[config.mk]
export PLATFORM = sky130hd
export DESIGN_NAME = fmt_conv_top
export DESIGN_NICKNAME = d
export VERILOG_FILES = /design/src/fmt_conv_pkg.sv /design/src/fmt_conv_top.sv /design/src/ieee_to_native_conv.sv
export SDC_FILE = /design/constraint.sdc
export NUM_CORES = 1
export LEC_CHECK = 0
export BUFFER_PORTS_ARGS = -buffer_cell sky130_fd_sc_hd__buf_2
export CAP_MARGIN = 20
export CORE_AREA = 2 2 141 143
export DETAILED_ROUTE_END_ITERATION = 7
export DIE_AREA = 0 0 143 145
export GPL_TIMING_DRIVEN = 0
export PLACE_DENSITY = 0.79
export SLEW_MARGIN = 0
export SYNTH_ARGS = -nofsm -noshare
export SYNTH_HDL_FRONTEND = slang
export SYNTH_SLANG_ARGS = --single-unit
[constraint.sdc]
create_clock -name clk_i -period 6.4 [get_ports clk_i]
set_clock_uncertainty 0.15 [all_clocks]
set_input_delay 0 -clock clk_i [delete_from_list [all_inputs] [get_ports clk_i]]
set_output_delay 0 -clock clk_i [all_outputs]
set_load 0.005 [all_outputs]
[src/fmt_conv_pkg.sv]
// shared constants, types and register map of the float format converter
package fmt_conv_pkg;

    // ------------------------------------------------------------
    // word layouts
    // ------------------------------------------------------------
    localparam int WORD_W  = 32;
    localparam int EXP_W   = 8;
    localparam int FRAC_W  = 23;

    typedef struct packed {
        logic [EXP_W-1:0]  exp;
        logic              sign;
        logic [FRAC_W-1:0] frac;
    } native_word_t;

    typedef struct packed {
        logic              sign;
        logic [EXP_W-1:0]  exp;
        logic [FRAC_W-1:0] frac;
    } ieee_word_t;

    typedef struct packed {
        logic c6;
        logic c7;
        logic c8;
        logic c9;
        logic c10;
        logic c11;
        logic c12;
    } native_case_t;

    // ------------------------------------------------------------
    // numeric constants
    // ------------------------------------------------------------
    localparam logic [EXP_W-1:0]  EXP_ZERO_NAT  = 8'h80;
    localparam logic [EXP_W-1:0]  EXP_MAX_NAT   = 8'h7f;
    localparam logic [6:0]        EXP_LOW_TOP   = 7'h40;
    localparam logic [EXP_W-1:0]  BIAS_POS      = 8'h7f;
    localparam logic [EXP_W-1:0]  BIAS_NEG_PWR  = 8'h80;
    localparam logic [EXP_W-1:0]  BIAS_TO_NAT   = 8'h81;
    localparam logic [EXP_W-1:0]  EXP_ALL_ONES  = 8'hff;
    localparam logic [EXP_W-1:0]  EXP_ALL_ZERO  = 8'h00;
    localparam logic [EXP_W-1:0]  EXP_DEN_NAT   = 8'h81;
    localparam logic [FRAC_W-1:0] FRAC_HIDDEN   = 23'h400000;
    localparam logic [FRAC_W-1:0] FRAC_ZERO     = 23'h000000;
    localparam logic [FRAC_W-1:0] FRAC_ONE      = 23'h000001;
    localparam logic [FRAC_W-1:0] FRAC_ALL_ONES = 23'h7fffff;

    // ------------------------------------------------------------
    // timing
    // ------------------------------------------------------------
    localparam int CLK_PERIOD_PS    = 20000;
    localparam int NAN_PULSE_PS     = 30000;
    localparam int NAN_PULSE_CYCLES = (NAN_PULSE_PS + CLK_PERIOD_PS - 1) / CLK_PERIOD_PS;

    // ------------------------------------------------------------
    // register map (byte addresses) and fields
    // ------------------------------------------------------------
    localparam int               REG_AW       = 8;
    localparam logic [REG_AW-1:0] ADDR_CTRL    = 8'h00;
    localparam logic [REG_AW-1:0] ADDR_STATUS  = 8'h04;
    localparam logic [REG_AW-1:0] ADDR_NAN_CNT = 8'h08;
    localparam logic [REG_AW-1:0] ADDR_LAST_IN = 8'h0c;
    localparam logic [REG_AW-1:0] ADDR_LAST_OUT = 8'h10;

    localparam int CTRL_PIPE_BIT   = 0;
    localparam int CTRL_ENABLE_BIT = 1;
    localparam logic [1:0] CTRL_RESET = 2'h2;

    localparam int STAT_BUSY_BIT    = 0;
    localparam int STAT_OVERLAP_BIT = 1;
    localparam int STAT_DIR_BIT     = 2;
    localparam int STAT_CASE_LSB    = 8;
    localparam int NAN_CNT_W        = 16;

    localparam logic [WORD_W-1:0] WORD_ZERO = 32'h00000000;

endpackage : fmt_conv_pkg

[src/fmt_conv_top.sv]
// float format converter between the processor bus and ieee memory
// Function
// - derive low-range (80h/81h), max (7Fh) and fraction-zero flags from native word
// - case 6 when not low range and sign clear
// - case 7 when low range, exponent bit 24 set, sign clear
// - exponent 80h is zero (case 8) whatever sign and fraction hold
// - negative 80h word with nonzero fraction raises cases 8 and 9 together
// - case 9 when low range, sign set, fraction nonzero
// - case 10 when not exponent 80h, not max, sign set, fraction zero
// - case 11 when not low range, sign set, fraction nonzero
// - case 12 when max exponent, sign set, fraction zero
// - ieee sign copies native sign except zero, which gives sign 0
// - exponent adds 7Fh (6,11), 00 (7,8,9), adds 80h (10), FFh (12)
// - fraction per case: copy, halved plus 400000h, negated forms, or zero
// - denormal results shift mantissa right one place, losing lowest bit
// - values without exact match give the nearest representable value; ieee denormals below the native floor become zero instead
// - ieee nan passes its payload through unconverted
// - nan sign and exponent move into native sign and exponent positions
// - a nan presented for conversion raises the nan interrupt
// - infinities become the largest positive or most negative native value
// - processor read converts ieee to native, write converts native to ieee
// - nan interrupt is a short pulse for edge-triggered inputs
// - flow-through mode takes two cycles and inserts one wait state
// - pipelined mode converts per cycle, outputting the previous value
//
// Added by the designer: the placing of the registers and register access over Wishbone.
`timescale 1ns/1ps
module fmt_conv_top
    import fmt_conv_pkg::*;
#(
    parameter int NAN_CYCLES = NAN_PULSE_CYCLES
)(
    input  wire logic              clk_i,
    input  wire logic              rst_i,
    // processor side
    input  wire logic              dsp_strobe_i,
    input  wire logic              transfer_direction_i,
    input  wire logic [WORD_W-1:0] dsp_data_i,
    output logic [WORD_W-1:0]      dsp_data_o,
    output logic                   dsp_ready_o,
    output logic                   nan_interrupt_o,
    // memory side
    input  wire logic [WORD_W-1:0] mem_data_i,
    output logic [WORD_W-1:0]      mem_data_o,
    output logic                   mem_we_o,
    // wishbone slave
    input  wire logic              cyc_i,
    input  wire logic              stb_i,
    input  wire logic              we_i,
    input  wire logic [REG_AW-1:0] adr_i,
    input  wire logic [3:0]        sel_i,
    input  wire logic [WORD_W-1:0] dat_i,
    output logic [WORD_W-1:0]      dat_o,
    output logic                   ack_o
);

    // ------------------------------------------------------------
    // native word classification
    // ------------------------------------------------------------
    function automatic native_case_t classify(input native_word_t w);
        logic low_range;
        logic max_exp;
        logic fz;
        native_case_t c;
        low_range = (w.exp[EXP_W-1:1] == EXP_LOW_TOP);
        max_exp   = (w.exp == EXP_MAX_NAT);
        fz        = (w.frac == FRAC_ZERO);
        c.c6  = !low_range && !w.sign;
        c.c7  = low_range && w.exp[0] && !w.sign;
        c.c8  = low_range && !w.exp[0];
        c.c9  = low_range && w.sign && !fz;
        c.c10 = !(low_range && !w.exp[0]) && !max_exp && w.sign && fz;
        c.c11 = !low_range && w.sign && !fz;
        c.c12 = max_exp && w.sign && fz;
        return c;
    endfunction : classify

    // ------------------------------------------------------------
    // native to ieee translation
    // ------------------------------------------------------------
    function automatic ieee_word_t native_to_ieee(input native_word_t w);
        native_case_t c;
        logic [FRAC_W-1:0] neg;
        ieee_word_t r;
        c   = classify(w);
        neg = ~w.frac + FRAC_ONE;
        r.sign = c.c8 ? 1'b0 : w.sign;
        r.exp  = EXP_ALL_ZERO;
        r.frac = FRAC_ZERO;
        if (c.c8) begin
            // zero wins over the overlapping negative denormal case
            r.exp  = EXP_ALL_ZERO;
            r.frac = FRAC_ZERO;
        end else if (c.c6) begin
            r.exp  = w.exp + BIAS_POS;
            r.frac = w.frac;
        end else if (c.c7) begin
            r.exp  = EXP_ALL_ZERO;
            r.frac = {1'b0, w.frac[FRAC_W-1:1]} + FRAC_HIDDEN;
        end else if (c.c9) begin
            r.exp  = EXP_ALL_ZERO;
            r.frac = {1'b0, neg[FRAC_W-1:1]} + FRAC_HIDDEN;
        end else if (c.c10) begin
            r.exp  = w.exp + BIAS_NEG_PWR;
            r.frac = FRAC_ZERO;
        end else if (c.c11) begin
            r.exp  = w.exp + BIAS_POS;
            r.frac = neg;
        end else if (c.c12) begin
            // -2^128 saturates to negative infinity
            r.exp  = EXP_ALL_ONES;
            r.frac = FRAC_ZERO;
        end
        return r;
    endfunction : native_to_ieee

    // ------------------------------------------------------------
    // control register
    // ------------------------------------------------------------
    logic [1:0]  ctrl;
    logic [1:0]  next_ctrl;
    logic        pipeline_select;
    logic        conv_enable;

    assign pipeline_select = ctrl[CTRL_PIPE_BIT];
    assign conv_enable     = ctrl[CTRL_ENABLE_BIT];

    // ------------------------------------------------------------
    // transfer sequencing
    // ------------------------------------------------------------
    typedef enum logic [1:0] {ST_IDLE, ST_CONVERT, ST_DONE} xfer_state_t;

    xfer_state_t       state;
    xfer_state_t       next_state;
    logic [WORD_W-1:0] stage_word;
    logic [WORD_W-1:0] next_stage_word;
    logic              stage_dir;
    logic              next_stage_dir;
    logic [WORD_W-1:0] next_dsp_data;
    logic [WORD_W-1:0] next_mem_data;
    logic              next_dsp_ready;
    logic              next_mem_we;
    logic [WORD_W-1:0] last_in;
    logic [WORD_W-1:0] next_last_in;
    logic [WORD_W-1:0] last_out;
    logic [WORD_W-1:0] next_last_out;
    native_case_t      last_case;
    native_case_t      next_last_case;
    logic              convert_now;
    logic              nan_seen;
    logic              take;

    native_word_t      stage_native;
    native_word_t      from_ieee;
    ieee_word_t        to_ieee;
    logic              stage_is_nan;

    assign stage_native = native_word_t'(stage_word);
    assign to_ieee      = native_to_ieee(stage_native);

    ieee_to_native_conv u_ieee_to_native (
        .ieee_i   (ieee_word_t'(stage_word)),
        .native_o (from_ieee),
        .is_nan_o (stage_is_nan)
    );

    assign take = dsp_strobe_i && conv_enable;

    always_comb begin
        next_state      = state;
        next_stage_word = stage_word;
        next_stage_dir  = stage_dir;
        next_dsp_data   = dsp_data_o;
        next_mem_data   = mem_data_o;
        next_dsp_ready  = 1'b0;
        next_mem_we     = 1'b0;
        next_last_in    = last_in;
        next_last_out   = last_out;
        next_last_case  = last_case;
        convert_now     = 1'b0;
        unique case (state)
            ST_IDLE: begin
                if (take) begin
                    // read fetches ieee from memory, write takes native from processor
                    next_stage_word = transfer_direction_i ? mem_data_i : dsp_data_i;
                    next_stage_dir  = transfer_direction_i;
                    next_last_in    = transfer_direction_i ? mem_data_i : dsp_data_i;
                    if (pipeline_select) begin
                        // previous stage is emitted while the new word loads
                        convert_now    = 1'b1;
                        next_dsp_ready = 1'b1;
                        next_state     = ST_DONE;
                    end else begin
                        next_state = ST_CONVERT;
                    end
                end
            end
            ST_CONVERT: begin
                convert_now    = 1'b1;
                next_dsp_ready = 1'b1;
                next_state     = ST_DONE;
            end
            ST_DONE: begin
                next_state = ST_IDLE;
            end
        endcase
        if (convert_now) begin
            if (stage_dir) begin
                next_dsp_data = WORD_W'(from_ieee);
                next_last_out = WORD_W'(from_ieee);
            end else begin
                next_mem_data  = WORD_W'(to_ieee);
                next_mem_we    = 1'b1;
                next_last_out  = WORD_W'(to_ieee);
                next_last_case = classify(stage_native);
            end
        end
    end

    assign nan_seen = convert_now && stage_dir && stage_is_nan;

    always_ff @(posedge clk_i) begin
        if (rst_i) begin
            state      <= ST_IDLE;
            stage_word <= WORD_ZERO;
            stage_dir  <= 1'b0;
            dsp_data_o <= WORD_ZERO;
            mem_data_o <= WORD_ZERO;
            dsp_ready_o <= 1'b0;
            mem_we_o   <= 1'b0;
            last_in    <= WORD_ZERO;
            last_out   <= WORD_ZERO;
            last_case  <= '0;
        end else begin
            state      <= next_state;
            stage_word <= next_stage_word;
            stage_dir  <= next_stage_dir;
            dsp_data_o <= next_dsp_data;
            mem_data_o <= next_mem_data;
            dsp_ready_o <= next_dsp_ready;
            mem_we_o   <= next_mem_we;
            last_in    <= next_last_in;
            last_out   <= next_last_out;
            last_case  <= next_last_case;
        end
    end

    // ------------------------------------------------------------
    // nan interrupt pulse
    // ------------------------------------------------------------
    localparam int NAN_CNT_BITS = $clog2(NAN_CYCLES + 1);

    logic [NAN_CNT_BITS-1:0] nan_left;
    logic [NAN_CNT_BITS-1:0] next_nan_left;
    logic                    next_nan_irq;

    always_comb begin
        next_nan_left = nan_left;
        if (nan_seen) begin
            next_nan_left = NAN_CNT_BITS'(NAN_CYCLES);
        end else if (nan_left != '0) begin
            next_nan_left = nan_left - 1'b1;
        end
        next_nan_irq = (next_nan_left != '0);
    end

    always_ff @(posedge clk_i) begin
        if (rst_i) begin
            nan_left        <= '0;
            nan_interrupt_o <= 1'b0;
        end else begin
            nan_left        <= next_nan_left;
            nan_interrupt_o <= next_nan_irq;
        end
    end

    // ------------------------------------------------------------
    // wishbone register slave
    // ------------------------------------------------------------
    logic [NAN_CNT_W-1:0] nan_count;
    logic [NAN_CNT_W-1:0] next_nan_count;
    logic [WORD_W-1:0]    next_dat;
    logic                 next_ack;
    logic                 wb_req;
    logic                 wb_write;

    assign wb_req   = cyc_i && stb_i && !ack_o;
    assign wb_write = wb_req && we_i;

    function automatic logic [WORD_W-1:0] status_word(input xfer_state_t s,
                                                     input native_case_t c,
                                                     input logic d);
        logic [WORD_W-1:0] v;
        v = WORD_ZERO;
        v[STAT_BUSY_BIT]    = (s != ST_IDLE);
        v[STAT_OVERLAP_BIT] = c.c8 && c.c9;
        v[STAT_DIR_BIT]     = d;
        v[STAT_CASE_LSB +: $bits(native_case_t)] = c;
        return v;
    endfunction : status_word

    always_comb begin
        next_ctrl      = ctrl;
        next_nan_count = nan_count;
        next_dat       = WORD_ZERO;
        next_ack       = wb_req;
        if (wb_write && adr_i == ADDR_CTRL && sel_i[0]) begin
            next_ctrl = dat_i[1:0];
        end
        // a write clears the counter but a nan in the same cycle still counts
        if (wb_write && adr_i == ADDR_NAN_CNT && sel_i[0]) begin
            next_nan_count = '0;
        end
        if (nan_seen) begin
            next_nan_count = next_nan_count + 1'b1;
        end
        if (wb_req && !we_i) begin
            unique case (adr_i)
                ADDR_CTRL:     next_dat = {30'h00000000, ctrl};
                ADDR_STATUS:   next_dat = status_word(state, last_case, stage_dir);
                ADDR_NAN_CNT:  next_dat = {16'h0000, nan_count};
                ADDR_LAST_IN:  next_dat = last_in;
                ADDR_LAST_OUT: next_dat = last_out;
                default:       next_dat = WORD_ZERO;
            endcase
        end
    end

    always_ff @(posedge clk_i) begin
        if (rst_i) begin
            ctrl      <= CTRL_RESET;
            nan_count <= '0;
            dat_o     <= WORD_ZERO;
            ack_o     <= 1'b0;
        end else begin
            ctrl      <= next_ctrl;
            nan_count <= next_nan_count;
            dat_o     <= next_dat;
            ack_o     <= next_ack;
        end
    end

endmodule : fmt_conv_top

[src/ieee_to_native_conv.sv]
// combinational translation of an ieee single word into the native word
`timescale 1ns/1ps
module ieee_to_native_conv
    import fmt_conv_pkg::*;
(
    input  wire ieee_word_t   ieee_i,
    output native_word_t      native_o,
    output logic              is_nan_o
);
    logic exp_ones;
    logic exp_zero;
    logic frac_zero;
    logic [FRAC_W-1:0] shifted;

    always_comb begin
        exp_ones  = (ieee_i.exp == EXP_ALL_ONES);
        exp_zero  = (ieee_i.exp == EXP_ALL_ZERO);
        frac_zero = (ieee_i.frac == FRAC_ZERO);
        shifted   = {ieee_i.frac[FRAC_W-2:0], 1'b0};
        is_nan_o  = exp_ones && !frac_zero;
        native_o  = '{exp: EXP_ZERO_NAT, sign: 1'b0, frac: FRAC_ZERO};
        if (exp_ones && !frac_zero) begin
            // payload kept, sign and exponent moved into native positions
            native_o = '{exp: ieee_i.exp, sign: ieee_i.sign, frac: ieee_i.frac};
        end else if (exp_ones) begin
            // infinities saturate to the extreme native values
            native_o.exp  = EXP_MAX_NAT;
            native_o.sign = ieee_i.sign;
            native_o.frac = ieee_i.sign ? FRAC_ZERO : FRAC_ALL_ONES;
        end else if (!exp_zero) begin
            native_o.sign = ieee_i.sign;
            if (!ieee_i.sign) begin
                native_o.exp  = ieee_i.exp + BIAS_TO_NAT;
                native_o.frac = ieee_i.frac;
            end else if (frac_zero) begin
                native_o.exp  = ieee_i.exp + BIAS_NEG_PWR;
                native_o.frac = FRAC_ZERO;
            end else begin
                native_o.exp  = ieee_i.exp + BIAS_TO_NAT;
                native_o.frac = ~ieee_i.frac + FRAC_ONE;
            end
        end else if (ieee_i.frac[FRAC_W-1]) begin
            // denormals at or above the native floor; smaller ones become zero
            native_o.exp  = EXP_DEN_NAT;
            native_o.sign = ieee_i.sign;
            native_o.frac = ieee_i.sign ? (~shifted + FRAC_ONE) : shifted;
        end
    end

endmodule : ieee_to_native_conv
==> summary.txt <==
Run status
  – Status: finished, final reports clean

Layout
  – Most common cell after layout, fill and taps aside: buf_2
  – Finished Layout Cells: 1855
  – Syn-to-layout area delta: 25.0%
  – FF+latch area: 3880 um2
  – Antenna cells: 0
  – Fillcell total: 1662
  – Most frequent cells in the layout: buf_2, dfxtp_1, nand2_1, nor2_1, a21oi_1
  – Fraction of layout cells with a size suffix above 1: 17.1%
  – Area taken by multi-input logic gates: 5910 um2
  – Final #Nets: 1700

Timing
  – Pins Over Slew Limit: 0
  – Worst hold slack: 0.0641 ns
  – RSZ-0062 raised after global routing: no
  – Worst slew pin tran: 1.17 ns
  – Minimum clock period: 4.52 ns
  – Setup TNS: 0 ns
  – Max frequency: 221 MHz
  – Final worst-path cycle share: 70.7%
  – Final setup viols: 0
  – Hold Fails Final Rpt: 0
  – Max_slew headroom: 21.1%

Yosys
  – Mapped Cells: 1303
  – Yosys warnings: 0
  – Top_reg_cell synth: dfxtp_1
  – Syn Nets: 1426
  – EDFF count, synth: 0
  – Area share of the largest cell type after synthesis: 37.5%
  – Yosys reg bits: 194
  – Cell taking the most area after synthesis: dfxtp_1
  – Register area share after synthesis: 37.5%
  – Distinct cells, synth: 81
  – Syn avg cell area: 7.95 um2
  – Async set or reset register ratio after synthesis: 0%
  – Cell Area, Synth: 10400 um2
  – Area contributors post-synth: dfxtp_1, nand2_1, a21oi_1

Routing
  – Overall routed net length: 43300 um
  – DR vias/cell: 6.42
  – DRC errors left: 0
  – Number of optimization iterations in the first detailed-route pass: 7
  – Drt wl/cell: 23.3 um
  – Initial DRC count: 1695
  – Via count: 11900
  – Antenna-violating nets left: 0

Power and ir drop
  – Leakage power: 5.02 nW
  – Total chip power: 3.86 mW
  – PwrDens: 298 nW/um2
  – Worst vdd ir: 0.168 mV

Die
  – I/O pin cnt: 215
  – Die ar.: 20700 um2
  – # rows: 51
  – Starting Density: 53.9%
  – DIE HEIGHT: 145 um
  – Core box area: 19200 um2
  – Die X: 143 um

Clock tree
  – Clk slew on worst S/H paths: 0.08 ns
  – H-tree levels: 4
  – CTS sink count: 194
  – TritonCTS clock tree: built
  – CTS Buf Count: 17
  – Max Buffers Root-to-Sink: 2
  – Root Buffer: clkbuf_16
  – Clock Latency Late Sink: 0.46 ns

Setup path
  – Top delay family on crit path: simple AND/OR/NAND/NOR gates
  – Worst path arrival time: 4.75 ns
  – Slowest cell on the critical path: nor4_1
  – Required time worst endpoint: 6.63 ns
  – Crit path buf inv count: 2
  – CP endpoint kind: register
  – Crit start category: register
  – Slowest stage delay, CP: 1.05 ns
  – Setup CP Type: register to register
  – Most common cell on crit path: a21oi_1
  – Cells along the critical path: inv_1 > ha_1 > and3_1 > clkbuf_1 > a21oi_1 > nor2_1 > o21ai_1 > nor4_1 > a21oi_1 > a21oi_1
  – Critical-path maximum fanout: 10

Placed design
  – HPWL Detailed: 31400 um
  – RePlAce Congestion: 1.05
  – IO Port Bufs: 177
  – Post-Place Cells: 1746

Min path
  – Hold crit path type: primary input to register

Job
  – Max-Cap Viols: 0

Global routing
  – Largest net degree at the start of global routing: 21
  – First-pass GRT wire length: 64500 um
  – Vias in the first global route: 11200
  – Antenna violations before repair: 0
  – Total track usage: 40.8%
  – Remaining global-route overflow: 0
==> cell families (layout without fill, tap and decap cells) <==
group,count (synthesis),in the layout,share of synthesized area (%)
buf+inv,141,428,5.45
fa+ha+maj,8,8,0.967
compound gates,392,392,25.3
mux,46,46,4.58
flops,194,194,37.5
simple gates,478,478,22.4
xor+xnor,44,44,3.79
==> area by class of cell <==
cell class                 instances  share of cell area, %
multi-input combinational        968                   45.6
sequential                       194                   30.0
timing repair buffer             255                   12.9
buffer                           127                   3.96
clock buffer                      18                   3.32
tap                              265                   2.56
clock inverter                    14                   1.21
inverter                          14                  0.406
==> stage by stage <==
stage | instance area, um2 | setup slack, ns | utilization [%]
finish | 12900 | 1.88 | 67.4
global route | 12900 | 1.78 | 67.4
CTS | 12900 | 2.25 | 67.4
detailed placement | 11600 | 2.28 | 60.3
global placement | 11600 | 2.28 | 60.2
floorplan | 10400 | 3.45 | -
==> Yosys cell counts, types with 11 or more instances <==
cell and number:
nor2_1 138, a31oi_1 29, nor3_1 29, a22oi_1 25, nand4_1 18, nand2_1 159
a222oi_1 14, xor2_1 23, inv_1 14, buf_2 19, and3_1 11, nor4_1 18
mux2i_1 35, xnor2_1 20, a21oi_1 107, o221ai_1 20, nand3_1 26, clkbuf_1 98
o21ai_0 58, a211oi_1 39, mux2_2 11, dfxtp_1 194
==> power by group <==
group	total, mW	leakage (nW)	switching [mW]	internal, mW
Sequential	1.39	1.58	0.0756	1.31
Clock	1.09	0.284	0.564	0.527
Combinational	1.37	3.16	0.934	0.441
Total	3.86	5.02	1.57	2.28
==> sequential cells by signal, indices dropped and copies added (netlist names) <==
name             count
stage_dir            1
dsp_ready_o          1
nan_interrupt_o      1
mem_data_o          32
last_case            7
last_out            32
dsp_data_o          32
ctrl                 2
nan_left             2
mem_we_o             1
last_in             32
ack_o                1
state                2
nan_count           16
dat_o               32
==> path summary, 6_finish.rpt <==
kind                                  start            to  slack, ns  cells after the start
worst max-delay path               state[1]  last_out[15]       1.88                     10
worst min-delay path               adr_i[6]      dat_o[2]       0.06                      5
worst max register to register     state[1]  last_out[15]       1.88                     10
worst min register to register  nan_left[0]   nan_left[0]       0.29                      1
==> per-layer routing <==
layer / global-route usage, % / wire length (um)
met1: 53.8 / 17100
met2: 61.4 / 18800
met3: 11.2 / 5170
met4: 20.0 / 2260
met5: 0 / 0
==> worst reg2reg max path, stage by stage, from the launching register on <==
cell,delay (ns)
dfxtp_1,0.31
inv_1,0.09
ha_1,0.19
and3_1,0.18
clkbuf_1,0.33
a21oi_1,0.41
nor2_1,0.86
o21ai_1,0.62
nor4_1,1.05
a21oi_1,0.07
a21oi_1,0.19
==> timing repair <==
action | 4_1_cts | 5_1_grt
hold buffers | 77 | 0
endpoints found under the setup margin | 0 | 0
buffers inserted | 0 | 0
endpoints found under the hold margin | 41 | 0
gates resized for setup | 0 | 0
(Power assumes the default switching activity.)
